**config.mk**
```make
export PLATFORM = sky130hd
export DESIGN_NAME = serial_modem_line_control
export DESIGN_NICKNAME = d
export VERILOG_FILES = /design/src/inc/modem_line_pkg.sv /design/src/verilog/serial_modem_line_control.sv
export VERILOG_INCLUDE_DIRS = /design/src /design/src/inc
export SDC_FILE = /design/constraint.sdc
export NUM_CORES = 1
export LEC_CHECK = 0
export ABC_AREA = 1
export ABC_CLOCK_PERIOD_IN_PS = 1520
export BUFFER_PORTS_ARGS = -buffer_cell sky130_fd_sc_hd__buf_2
export CORE_MARGIN = 1
export CORE_UTILIZATION = 48
export CTS_CLUSTER_DIAMETER = 50
export DETAILED_ROUTE_END_ITERATION = 10
export PLACE_DENSITY_LB_ADDON = 0.08
export SLEW_MARGIN = 5
export SYNTH_ARGS = -nofsm -noshare
export SYNTH_HDL_FRONTEND = slang
export SYNTH_SLANG_ARGS = --single-unit
```
**constraint.sdc**
```tcl
create_clock -name hclk -period 1.52 [get_ports hclk]
set_input_delay 0.076 -clock hclk [delete_from_list [all_inputs] [get_ports hclk]]
set_output_delay 0.076 -clock hclk [all_outputs]
set_load 0.005 [all_outputs]
```
**src/inc/modem_line_consts.svh**
```systemverilog
// Constants of the modem-control block: register map, field places,
// status codes and reset values. Definitions only.
`ifndef MODEM_LINE_CONSTS_SVH
`define MODEM_LINE_CONSTS_SVH

// Register byte addresses
`define REG_CTRL          8'h00
`define REG_CONFIG        8'h04
`define REG_STATUS        8'h08
`define REG_LINES         8'h0c

// Control register fields
`define CTRL_QUERY_BIT    0
`define CTRL_UPDATE_BIT   1
`define CTRL_MASK_LO      8
`define CTRL_MASK_HI      15
`define CTRL_RTS_VAL_BIT  16
`define CTRL_DTR_VAL_BIT  17
`define CTRL_DSR_VAL_BIT  18

// Line select mask bits
`define SEL_RTS_BIT       0
`define SEL_DTR_BIT       1
`define SEL_DSR_BIT       2

// Configuration register fields
`define CFG_RS485_BIT     0
`define CFG_DCE_BIT       1
`define CFG_PROTO_LO      4
`define CFG_BAUD_LO       8
`define CFG_PARITY_LO     12
`define CFG_DBITS_LO      16
`define CFG_SBITS_LO      20
`define CFG_FLOW_LO       24
`define CFG_FIELD_W       3

// Accepted field ranges (value must lie below the limit)
`define PROTO_LIMIT       3'h1
`define BAUD_LIMIT        3'h7
`define PARITY_LIMIT      3'h5
`define DBITS_LIMIT       3'h2
`define SBITS_LIMIT       3'h2
`define FLOW_LIMIT        3'h3
`define FLOW_HW           3'h1

// Status word bits
`define STAT_BUSY_BIT     16
`define STAT_ERR_BIT      17

// Status codes
`define ST_OK             16'h0000
`define ST_BAD_PROTO      16'h80a0
`define ST_BAD_BAUD       16'h80a1
`define ST_BAD_PARITY     16'h80a2
`define ST_BAD_DBITS      16'h80a3
`define ST_BAD_SBITS      16'h80a4
`define ST_BAD_FLOW       16'h80a5
`define ST_NO_LINES       16'h80f0
`define ST_HW_FLOW        16'h80f1
`define ST_DSR_ON_DTE     16'h80f2
`define ST_DTR_ON_DCE     16'h80f3
`define ST_ERR_CLASS      4'h8

// Reset values
`define CTRL_RESET        32'h0000_0000
`define CONFIG_RESET      32'h0000_0000

`endif

```
**src/inc/modem_line_pkg.sv**
```systemverilog
// Types shared by the modem-control block.
// Assumes nothing of its surroundings.
package modem_line_pkg;
	// Sequencer states
	typedef enum logic [1:0] {
		ST_IDLE,
		ST_EXEC
	} seq_state_t;

	// Operation in flight
	typedef enum logic {
		OP_QUERY,
		OP_UPDATE
	} line_op_t;
endpackage

```
**src/verilog/serial_modem_line_control.sv**
```systemverilog
// Modem handshake line control with an AHB-Lite register slave.
// Assumes one 250 MHz clock, a single AHB-Lite master with this slave's
// hreadyout as hready, and partner lines arriving asynchronously.
`include "modem_line_consts.svh"
`timescale 1ns/100ps
`default_nettype none

module serial_modem_line_control
	import modem_line_pkg::*;
(
	// Clock and reset
	input  wire logic        hclk,
	input  wire logic        hresetn,
	// AHB-Lite slave
	input  wire logic        hsel,
	input  wire logic [31:0] haddr,
	input  wire logic [1:0]  htrans,
	input  wire logic        hwrite,
	input  wire logic [2:0]  hsize,
	input  wire logic [31:0] hwdata,
	input  wire logic        hready,
	output logic      [31:0] hrdata,
	output logic             hreadyout,
	output logic             hresp,
	// Partner driven lines
	input  wire logic        dsr_in,
	input  wire logic        cts_in,
	// Lines driven by this module
	output logic             rts_out,
	output logic             dtr_out,
	output logic             dsr_out,
	// Completion
	output logic             done,
	output logic             error,
	output logic             new_data_ready,
	output logic      [15:0] status_word,
	// Line state snapshot
	output logic             line_dtr,
	output logic             line_dsr,
	output logic             line_rts,
	output logic             line_cts,
	output logic             line_dcd,
	output logic             line_ring
);

	// Bus phase tracking
	logic        wr_pend_r;
	logic [7:0]  wr_addr_r;
	logic [31:0] hrdata_r;
	logic        addr_ok;
	// Software registers
	logic [31:0] ctrl_r;
	logic [31:0] config_r;
	// Synchronisers and edge detection
	logic [1:0]  dsr_sync_r;
	logic [1:0]  cts_sync_r;
	logic        query_prev_r;
	logic        update_prev_r;
	logic        query_edge;
	logic        update_edge;
	// Sequencer
	seq_state_t  state_r;
	line_op_t    op_r;
	logic [15:0] err_code;
	// Outputs and their registers
	logic        rts_r;
	logic        dtr_r;
	logic        dsr_r;
	logic        done_r;
	logic        error_r;
	logic        ndr_r;
	logic [15:0] status_r;
	logic        snap_dtr_r;
	logic        snap_dsr_r;
	logic        snap_rts_r;
	logic        snap_cts_r;
	// Decoded configuration and control fields
	logic [2:0]  f_proto;
	logic [2:0]  f_baud;
	logic [2:0]  f_parity;
	logic [2:0]  f_dbits;
	logic [2:0]  f_sbits;
	logic [2:0]  f_flow;
	logic [7:0]  sel_mask;
	logic        is_rs485;
	logic        is_dce;

	assign f_proto  = config_r[`CFG_PROTO_LO +: `CFG_FIELD_W];
	assign f_baud   = config_r[`CFG_BAUD_LO +: `CFG_FIELD_W];
	assign f_parity = config_r[`CFG_PARITY_LO +: `CFG_FIELD_W];
	assign f_dbits  = config_r[`CFG_DBITS_LO +: `CFG_FIELD_W];
	assign f_sbits  = config_r[`CFG_SBITS_LO +: `CFG_FIELD_W];
	assign f_flow   = config_r[`CFG_FLOW_LO +: `CFG_FIELD_W];
	assign sel_mask = ctrl_r[`CTRL_MASK_HI:`CTRL_MASK_LO];
	assign is_rs485 = config_r[`CFG_RS485_BIT];
	assign is_dce   = config_r[`CFG_DCE_BIT];

	// Address phase accepted when the bus is ready
	assign addr_ok = hsel & hready & htrans[1];

	// Write address captured for the data phase; no wait states
	always_ff @(posedge hclk or negedge hresetn) begin
		if (!hresetn) begin
			wr_pend_r <= 1'b0;
			wr_addr_r <= 8'h00;
		end else begin
			wr_pend_r <= addr_ok & hwrite;
			wr_addr_r <= haddr[7:0];
		end
	end

	// Read data is chosen in the address phase so it comes from a flop;
	// a read right after a write to the same word returns the old value.
	always_ff @(posedge hclk or negedge hresetn) begin
		if (!hresetn) begin
			hrdata_r <= 32'h0000_0000;
		end else if (addr_ok && !hwrite) begin
			case (haddr[7:0])
				`REG_CTRL:   hrdata_r <= ctrl_r;
				`REG_CONFIG: hrdata_r <= config_r;
				`REG_STATUS: hrdata_r <= {14'h0000, error_r,
					state_r != ST_IDLE, status_r};
				`REG_LINES:  hrdata_r <= {23'h000000, dsr_r, dtr_r, rts_r,
					line_ring, line_dcd, snap_cts_r, snap_rts_r,
					snap_dsr_r, snap_dtr_r};
				default:     hrdata_r <= 32'h0000_0000;
			endcase
		end
	end

	// Software registers; unmapped writes are dropped with OKAY
	always_ff @(posedge hclk or negedge hresetn) begin
		if (!hresetn) begin
			ctrl_r   <= `CTRL_RESET;
			config_r <= `CONFIG_RESET;
		end else if (wr_pend_r && wr_addr_r == `REG_CTRL) begin
			ctrl_r <= hwdata;
		end else if (wr_pend_r && wr_addr_r == `REG_CONFIG) begin
			config_r <= hwdata;
		end
	end

	// Partner lines are asynchronous: two flops before any use.
	// Request bits are levels written by software; act on their rise
	always_ff @(posedge hclk or negedge hresetn) begin
		if (!hresetn) begin
			dsr_sync_r    <= 2'b00;
			cts_sync_r    <= 2'b00;
			query_prev_r  <= 1'b0;
			update_prev_r <= 1'b0;
		end else begin
			dsr_sync_r    <= {dsr_sync_r[0], dsr_in};
			cts_sync_r    <= {cts_sync_r[0], cts_in};
			query_prev_r  <= ctrl_r[`CTRL_QUERY_BIT];
			update_prev_r <= ctrl_r[`CTRL_UPDATE_BIT];
		end
	end

	assign query_edge  = ctrl_r[`CTRL_QUERY_BIT] & ~query_prev_r;
	assign update_edge = ctrl_r[`CTRL_UPDATE_BIT] & ~update_prev_r;

	// Outcome of the operation in flight, most basic fault first
	always_comb begin
		err_code = `ST_OK;
		if (is_rs485) begin
			err_code = `ST_NO_LINES;
		end else if (f_proto >= `PROTO_LIMIT) begin
			err_code = `ST_BAD_PROTO;
		end else if (f_baud >= `BAUD_LIMIT) begin
			err_code = `ST_BAD_BAUD;
		end else if (f_parity >= `PARITY_LIMIT) begin
			err_code = `ST_BAD_PARITY;
		end else if (f_dbits >= `DBITS_LIMIT) begin
			err_code = `ST_BAD_DBITS;
		end else if (f_sbits >= `SBITS_LIMIT) begin
			err_code = `ST_BAD_SBITS;
		end else if (f_flow >= `FLOW_LIMIT) begin
			err_code = `ST_BAD_FLOW;
		end else if (op_r == OP_UPDATE) begin
			if (f_flow == `FLOW_HW) begin
				err_code = `ST_HW_FLOW;
			end else if (sel_mask[`SEL_DSR_BIT] && !is_dce) begin
				err_code = `ST_DSR_ON_DTE;
			end else if (sel_mask[`SEL_DTR_BIT] && is_dce) begin
				err_code = `ST_DTR_ON_DCE;
			end
		end
	end

	// Sequencer: one cycle to accept, one to execute; edges while
	// executing are dropped. Query wins when both rise together.
	always_ff @(posedge hclk or negedge hresetn) begin
		if (!hresetn) begin
			state_r <= ST_IDLE;
			op_r    <= OP_QUERY;
		end else begin
			case (state_r)
				ST_IDLE: begin
					if (query_edge) begin
						state_r <= ST_EXEC;
						op_r    <= OP_QUERY;
					end else if (update_edge) begin
						state_r <= ST_EXEC;
						op_r    <= OP_UPDATE;
					end
				end
				ST_EXEC: state_r <= ST_IDLE;
				default: state_r <= ST_IDLE;
			endcase
		end
	end

	// Completion pulses last exactly one cycle
	always_ff @(posedge hclk or negedge hresetn) begin
		if (!hresetn) begin
			done_r  <= 1'b0;
			error_r <= 1'b0;
			ndr_r   <= 1'b0;
		end else begin
			ndr_r   <= state_r == ST_EXEC && op_r == OP_QUERY &&
				err_code == `ST_OK;
			done_r  <= state_r == ST_EXEC && op_r == OP_UPDATE &&
				err_code == `ST_OK;
			error_r <= state_r == ST_EXEC &&
				err_code != `ST_OK;
		end
	end

	// Status changes only at completion, so it holds during execution
	always_ff @(posedge hclk or negedge hresetn) begin
		if (!hresetn) begin
			status_r <= `ST_OK;
		end else if (state_r == ST_EXEC) begin
			status_r <= err_code;
		end
	end

	// Line drivers change only on a clean update, per mask bit
	always_ff @(posedge hclk or negedge hresetn) begin
		if (!hresetn) begin
			rts_r <= 1'b0;
			dtr_r <= 1'b0;
			dsr_r <= 1'b0;
		end else if (state_r == ST_EXEC && op_r == OP_UPDATE &&
			err_code == `ST_OK) begin
			if (sel_mask[`SEL_RTS_BIT])
				rts_r <= ctrl_r[`CTRL_RTS_VAL_BIT];
			if (sel_mask[`SEL_DTR_BIT])
				dtr_r <= ctrl_r[`CTRL_DTR_VAL_BIT];
			if (sel_mask[`SEL_DSR_BIT])
				dsr_r <= ctrl_r[`CTRL_DSR_VAL_BIT];
		end
	end

	// Snapshot of the lines on a clean query; carrier and ring unsupported
	always_ff @(posedge hclk or negedge hresetn) begin
		if (!hresetn) begin
			snap_dtr_r <= 1'b0;
			snap_dsr_r <= 1'b0;
			snap_rts_r <= 1'b0;
			snap_cts_r <= 1'b0;
			line_dcd   <= 1'b0;
			line_ring  <= 1'b0;
		end else if (state_r == ST_EXEC && op_r == OP_QUERY &&
			err_code == `ST_OK) begin
			line_dcd   <= 1'b0;
			line_ring  <= 1'b0;
			snap_dtr_r <= dtr_r;
			snap_rts_r <= rts_r;
			snap_dsr_r <= dsr_sync_r[1];
			snap_cts_r <= cts_sync_r[1];
		end
	end

	// Port wiring from flops; hreadyout and hresp are tied to constants
	assign hrdata         = hrdata_r;
	assign hreadyout      = 1'b1;
	assign hresp          = 1'b0;
	assign rts_out        = rts_r;
	assign dtr_out        = dtr_r;
	assign dsr_out        = dsr_r;
	assign done           = done_r;
	assign error          = error_r;
	assign new_data_ready = ndr_r;
	assign status_word    = status_r;
	assign line_dtr       = snap_dtr_r;
	assign line_dsr       = snap_dsr_r;
	assign line_rts       = snap_rts_r;
	assign line_cts       = snap_cts_r;
endmodule
`default_nettype wire

```
== After elaboration in Yosys (flattened, before gate mapping) ==
Cells that the tools add are included.

* Output and inout bits: 62
* Flip-flop bits (word level): 140
* Input bits: 76

* Equality and inequality tests: 7
* Multiplexer cells: 17
* Reduce and logical (&&, ||, !) cells: 24
* Magnitude comparators: 6
* Bitwise logic cells: 9

{| class="wikitable"
|+ Operators with widths
! kind !! count
|-
| $mux W16 || 11
|-
| $pmux W32 S4 || 1
|-
| $eq A8 B3 Y1 const B || 2
|-
| $eq A8 B4 Y1 const B || 2
|-
| $logic_not A16 Y1 || 1
|-
| $logic_not A8 Y1 || 2
|-
| $reduce_bool A16 Y1 || 1
|-
| $logic_and A1 B1 Y1 || 10
|-
| $reduce_and A2 Y1 || 5
|-
| $ge A3 B2 Y1 const B || 3
|-
| $ge A3 B3 Y1 const B || 2
|-
| $mux W2 || 3
|-
| $and A1 B1 Y1 || 5
|-
| $not A1 Y1 || 4
|-
| $reduce_bool A2 Y1 || 2
|-
| $eq A3 B1 Y1 const B || 1
|-
| $ge A3 B1 Y1 const B || 1
|-
| $ne A3 B3 Y1 const B || 1
|-
| $eq A2 B1 Y1 const B || 1
|-
| $logic_not A1 Y1 || 2
|-
| $logic_not A2 Y1 || 1
|-
| $mux W1 || 2
|}

== Longest topological paths before layout ==
* Word-level depth: 15
* Mapped depth: 11
* Gate-level depth less buffers: 11

== Worst setup path after synthesis ==
OpenSTA, ideal clock, no wires.

* Kind: reg-to-reg
* Start: register wr_addr_r[1]
* End: register ctrl_r[17]
* Stages on the path, launching flop included: 7
* Clock period less this slack: 1474 ps
* Arrival time: 1357 ps
* Slack: 46 ps
* Cells stage by stage: dfrtp_1 > or2_4 > nor4_4 > nand2_4 > buf_4 > nand2_1 > o21ai_2

* Word-level cells in the longest chain between the ends: 2

{| class="wikitable"
|+ Ends and longest elaborated chain
! what !! line !! RTL
|-
| start, declared || serial_modem_line_control.sv:48 || <nowiki>logic [7:0] wr_addr_r;</nowiki>
|-
| start signal, assigned || serial_modem_line_control.sv:108 || <nowiki>wr_addr_r <= haddr[7:0];</nowiki>
|-
| $logic_not A8 Y1 (no line) || - ||
|-
| $logic_and A1 B1 Y1 (no line) || - ||
|-
| end signal, assigned || serial_modem_line_control.sv:134 || <nowiki>ctrl_r <= `CTRL_RESET;</nowiki>
|-
| end signal, assigned || serial_modem_line_control.sv:137 || <nowiki>ctrl_r <= hwdata;</nowiki>
|-
| end, declared || serial_modem_line_control.sv:52 || <nowiki>logic [31:0] ctrl_r;</nowiki>
|}

No other way between the ends.
A chain may end at the register's enable or synchronous reset.

== Worst setup path after layout ==
* Start: register wr_addr_r[0]
* End: register ctrl_r[8]

Same word-level chain as after synthesis.

==> metrics.cfg <==
[clock_tree]
clk_pin_slew_ps = 60
cts_inserted_buffers = 17
clk_path_buf_depth = 2
clock_sinks = 128
htreeDepth = 4
clk_latency_ps = 420
root_buffer = clkbuf_16
cts_tree = done

[detailed_routing]
first_pass_iters = 6
drc = 0
viasPerCell = 5.10
drtIter0Drc = 309
vias = 4908
wl_um = 15600
drtAntennaViolNets = 0
wl_per_cell_um = 16.2

[layout]
utilization_pct = 70.4
nets = 882
regArea_um2 = 3200
drive_above_1_share_pct = 31.6
fillers = 902
multiInputGateArea_um2 = 2140
diodes = 0
design_area_um2 = 8040
area_growth_pct = 42.7

[timing]
max_freq_mhz = 627
timing.final.ws_setup_ps = -74.1
min_period_ps = 1590
rsz0062_at_grt = yes
post-route-period-util_pct = 105
setup_tns_ps = -2760
slew_viol_final = 0
hold_violations = 0
whs_ps = 63.2
setup_viol = 68
skew_ps = 9.34

[worst_setup_path]
required_ps = 1850
endpoint_kind = flop
crit_buf_inv = 2
rrSetupSlack_ps = -70
worst_path_largest_cell_delay_ps = 370
slowest_stage = dfrtp_1
worstSetupStartpointType = flop
arrival_ps = 1930
path_cells = or2_4, nor4_4, buf_6, nand2_4, clkbuf_16, o21ai_1
crit_type = reg -> reg
crit_fanout = 16
cp_top_family = simple AND/OR/NAND/NOR gates

[place]
dp_hpwl_um = 9010
place_area_um2 = 6470
portBuffers = 97
gp_congestion = 0.899

[flow_run]
maxCapViolations = 0

[run_status]
violations = setup timing
outcome = complete, but fails checks

[logic_synthesis]
synth.area.top_cells = dfrtp_1, nand2_1, nand3_1
yosysMostFrequentCell = nand2_1
synth_area_per_cell_um2 = 9.06
synth_edf_count = 0
ys_top_cells_by_count = nand2_1, dfrtp_1, nand3_1, inv_1, o21ai_1
syn_area_um2 = 5640
yosysWarningCount = 0
yosys.area.top_type = dfrtp_1
synth_cells = 622
yosysSeqAreaShare_pct = 56.8
synth_top_area_share_pct = 56.8
synth_ff_type = dfrtp_1
synth-async-reset-ratio_pct = 100
ys_seq_elements = 128
ys_types = 27

[power]
finalPower_w = 0.00868
ir_worst_vdd_v = 0.00115
power_density_nw_per_um2 = 1080
p_leak_nw = 4.29

[grt]
grt_max_degree = 73
grt_pass1_vias = 4392
met1_usage_pct = 34.1
antenna_found_initial = 0
busiest_layer = met2
grt-ovfl-total = 0
grt_pass1_wl_um = 21700
use_met2_pct = 36.6
met3_usage_pct = 6.11
grt_use_total_pct = 24.2

[die]
core.rowCount = 39
die-area_um2 = 12200
die_y_um = 110
coreArea_um2 = 11400
ios = 138
initial_core_util_pct = 49.4
die_w_um = 110

[min_path]
hp-class = in -> async

stage by stage:
| stage | instances | worst slack, ps |
|---|---|---|
| floorplan | 632 | 46.0 |
| global placement | 870 | 1.32 |
| detailed placement | 870 | -42.5 |
| CTS | 948 | 5.23 |
| global route | 962 | -143 |
| finish | 962 | -74.1 |
cells by family after synthesis:
family          count (synthesis)  synth area share, %
simple gates                  270                 20.6
flops                         128                 56.8
compound gates                120                 13.0
buf+inv                       102                 9.37
other cells                     2                0.133
state kept, by name, summed over array words and instances (netlist names):
register	cells
done	1
dsr_out	1
line_rts	1
line_dsr	1
dsr_sync_r	2
update_prev_r	1
wr_pend_r	1
dtr_out	1
status_word	5
wr_addr_r	8
cts_sync_r	2
new_data_ready	1
config_r	32
ctrl_r	32
error	1
line_cts	1
hrdata	32
state_r	1
rts_out	1
line_dtr	1
query_prev_r	1
op_r	1
worst paths after layout:
| check | from | end | cells past startpoint |
|---|---|---|---|
| max | wr_addr_r[0] | ctrl_r[8] | 6 |
| min | hresetn | hrdata[27] | 2 |
| max reg2reg | wr_addr_r[0] | ctrl_r[8] | 6 |
| min reg2reg | dsr_sync_r[0] | dsr_sync_r[1] | 0 |
| max in group asynchronous | hresetn | config_r[1] | 3 |
| min in group hclk | hready | hrdata[26] | 6 |
routing by layer:
metal  vias up  routed length (µm)
met1      2358                7310
met2       174                7270
li1       2359                   -
met5         -                   0
met4         0                 161
met3        17                 858
worst reg2reg max path: cells and delay by family (launching register included):
family                 cells  cell delay [ps]
and+or+nand+nor            3              610
buffers and inverters      2              390
AOI/OAI and AO/OA          1              150
DFF                        1              370
report_power, final:
group	total, W	switching, W	internal (W)
Sequential	0.00355	0.0000648	0.00349
Combinational	0.000581	0.000312	0.000269
Clock	0.00455	0.00148	0.00307
layout make-up:
type | instances | share of cell area [%]
timing repair buffer | 199 | 20.4
inverter | 58 | 2.71
clock buffer | 22 | 6.02
multi-input combinational | 402 | 26.6
clock inverter | 10 | 2.24
tap | 143 | 2.22
sequential | 128 | 39.8
placed cells by master (no fill, tap or decap), types with 2 or more instances in the layout:
master and n:
nand2_4 6, conb_1 12, o21ai_2 31, buf_4 37, a21o_1 17, clkbuf_16 25, nor3_4 3, bufinv_16 5
nand2_2 21, o21ai_1 37, nand2_1 153, nor2_1 13, nor2_4 3, buf_6 4, clkinv_2 3, o21ai_0 11
nor3_1 3, nand3_2 2, inv_2 2, clkinvlp_4 2, clkbuf_8 4, nor2_2 2, nand4_1 3, buf_2 96
o22ai_1 2, a21oi_1 19, inv_1 56, dlygate4sd3_1 45, buf_12 8, dfrtp_1 128, nand3_1 57
timing repair:
action | in CTS | in global routing
hold buffers | 45 | 0
endpoints found under the setup margin | 36 | 84
setup buffers | 1 | 3
pin swaps | 1 | 8
gates cloned | 0 | 11
hold endpoints to repair | 203 | 0
gates resized for setup | 4 | 56
No activity file was read; power rests on OpenSTA's default activity.
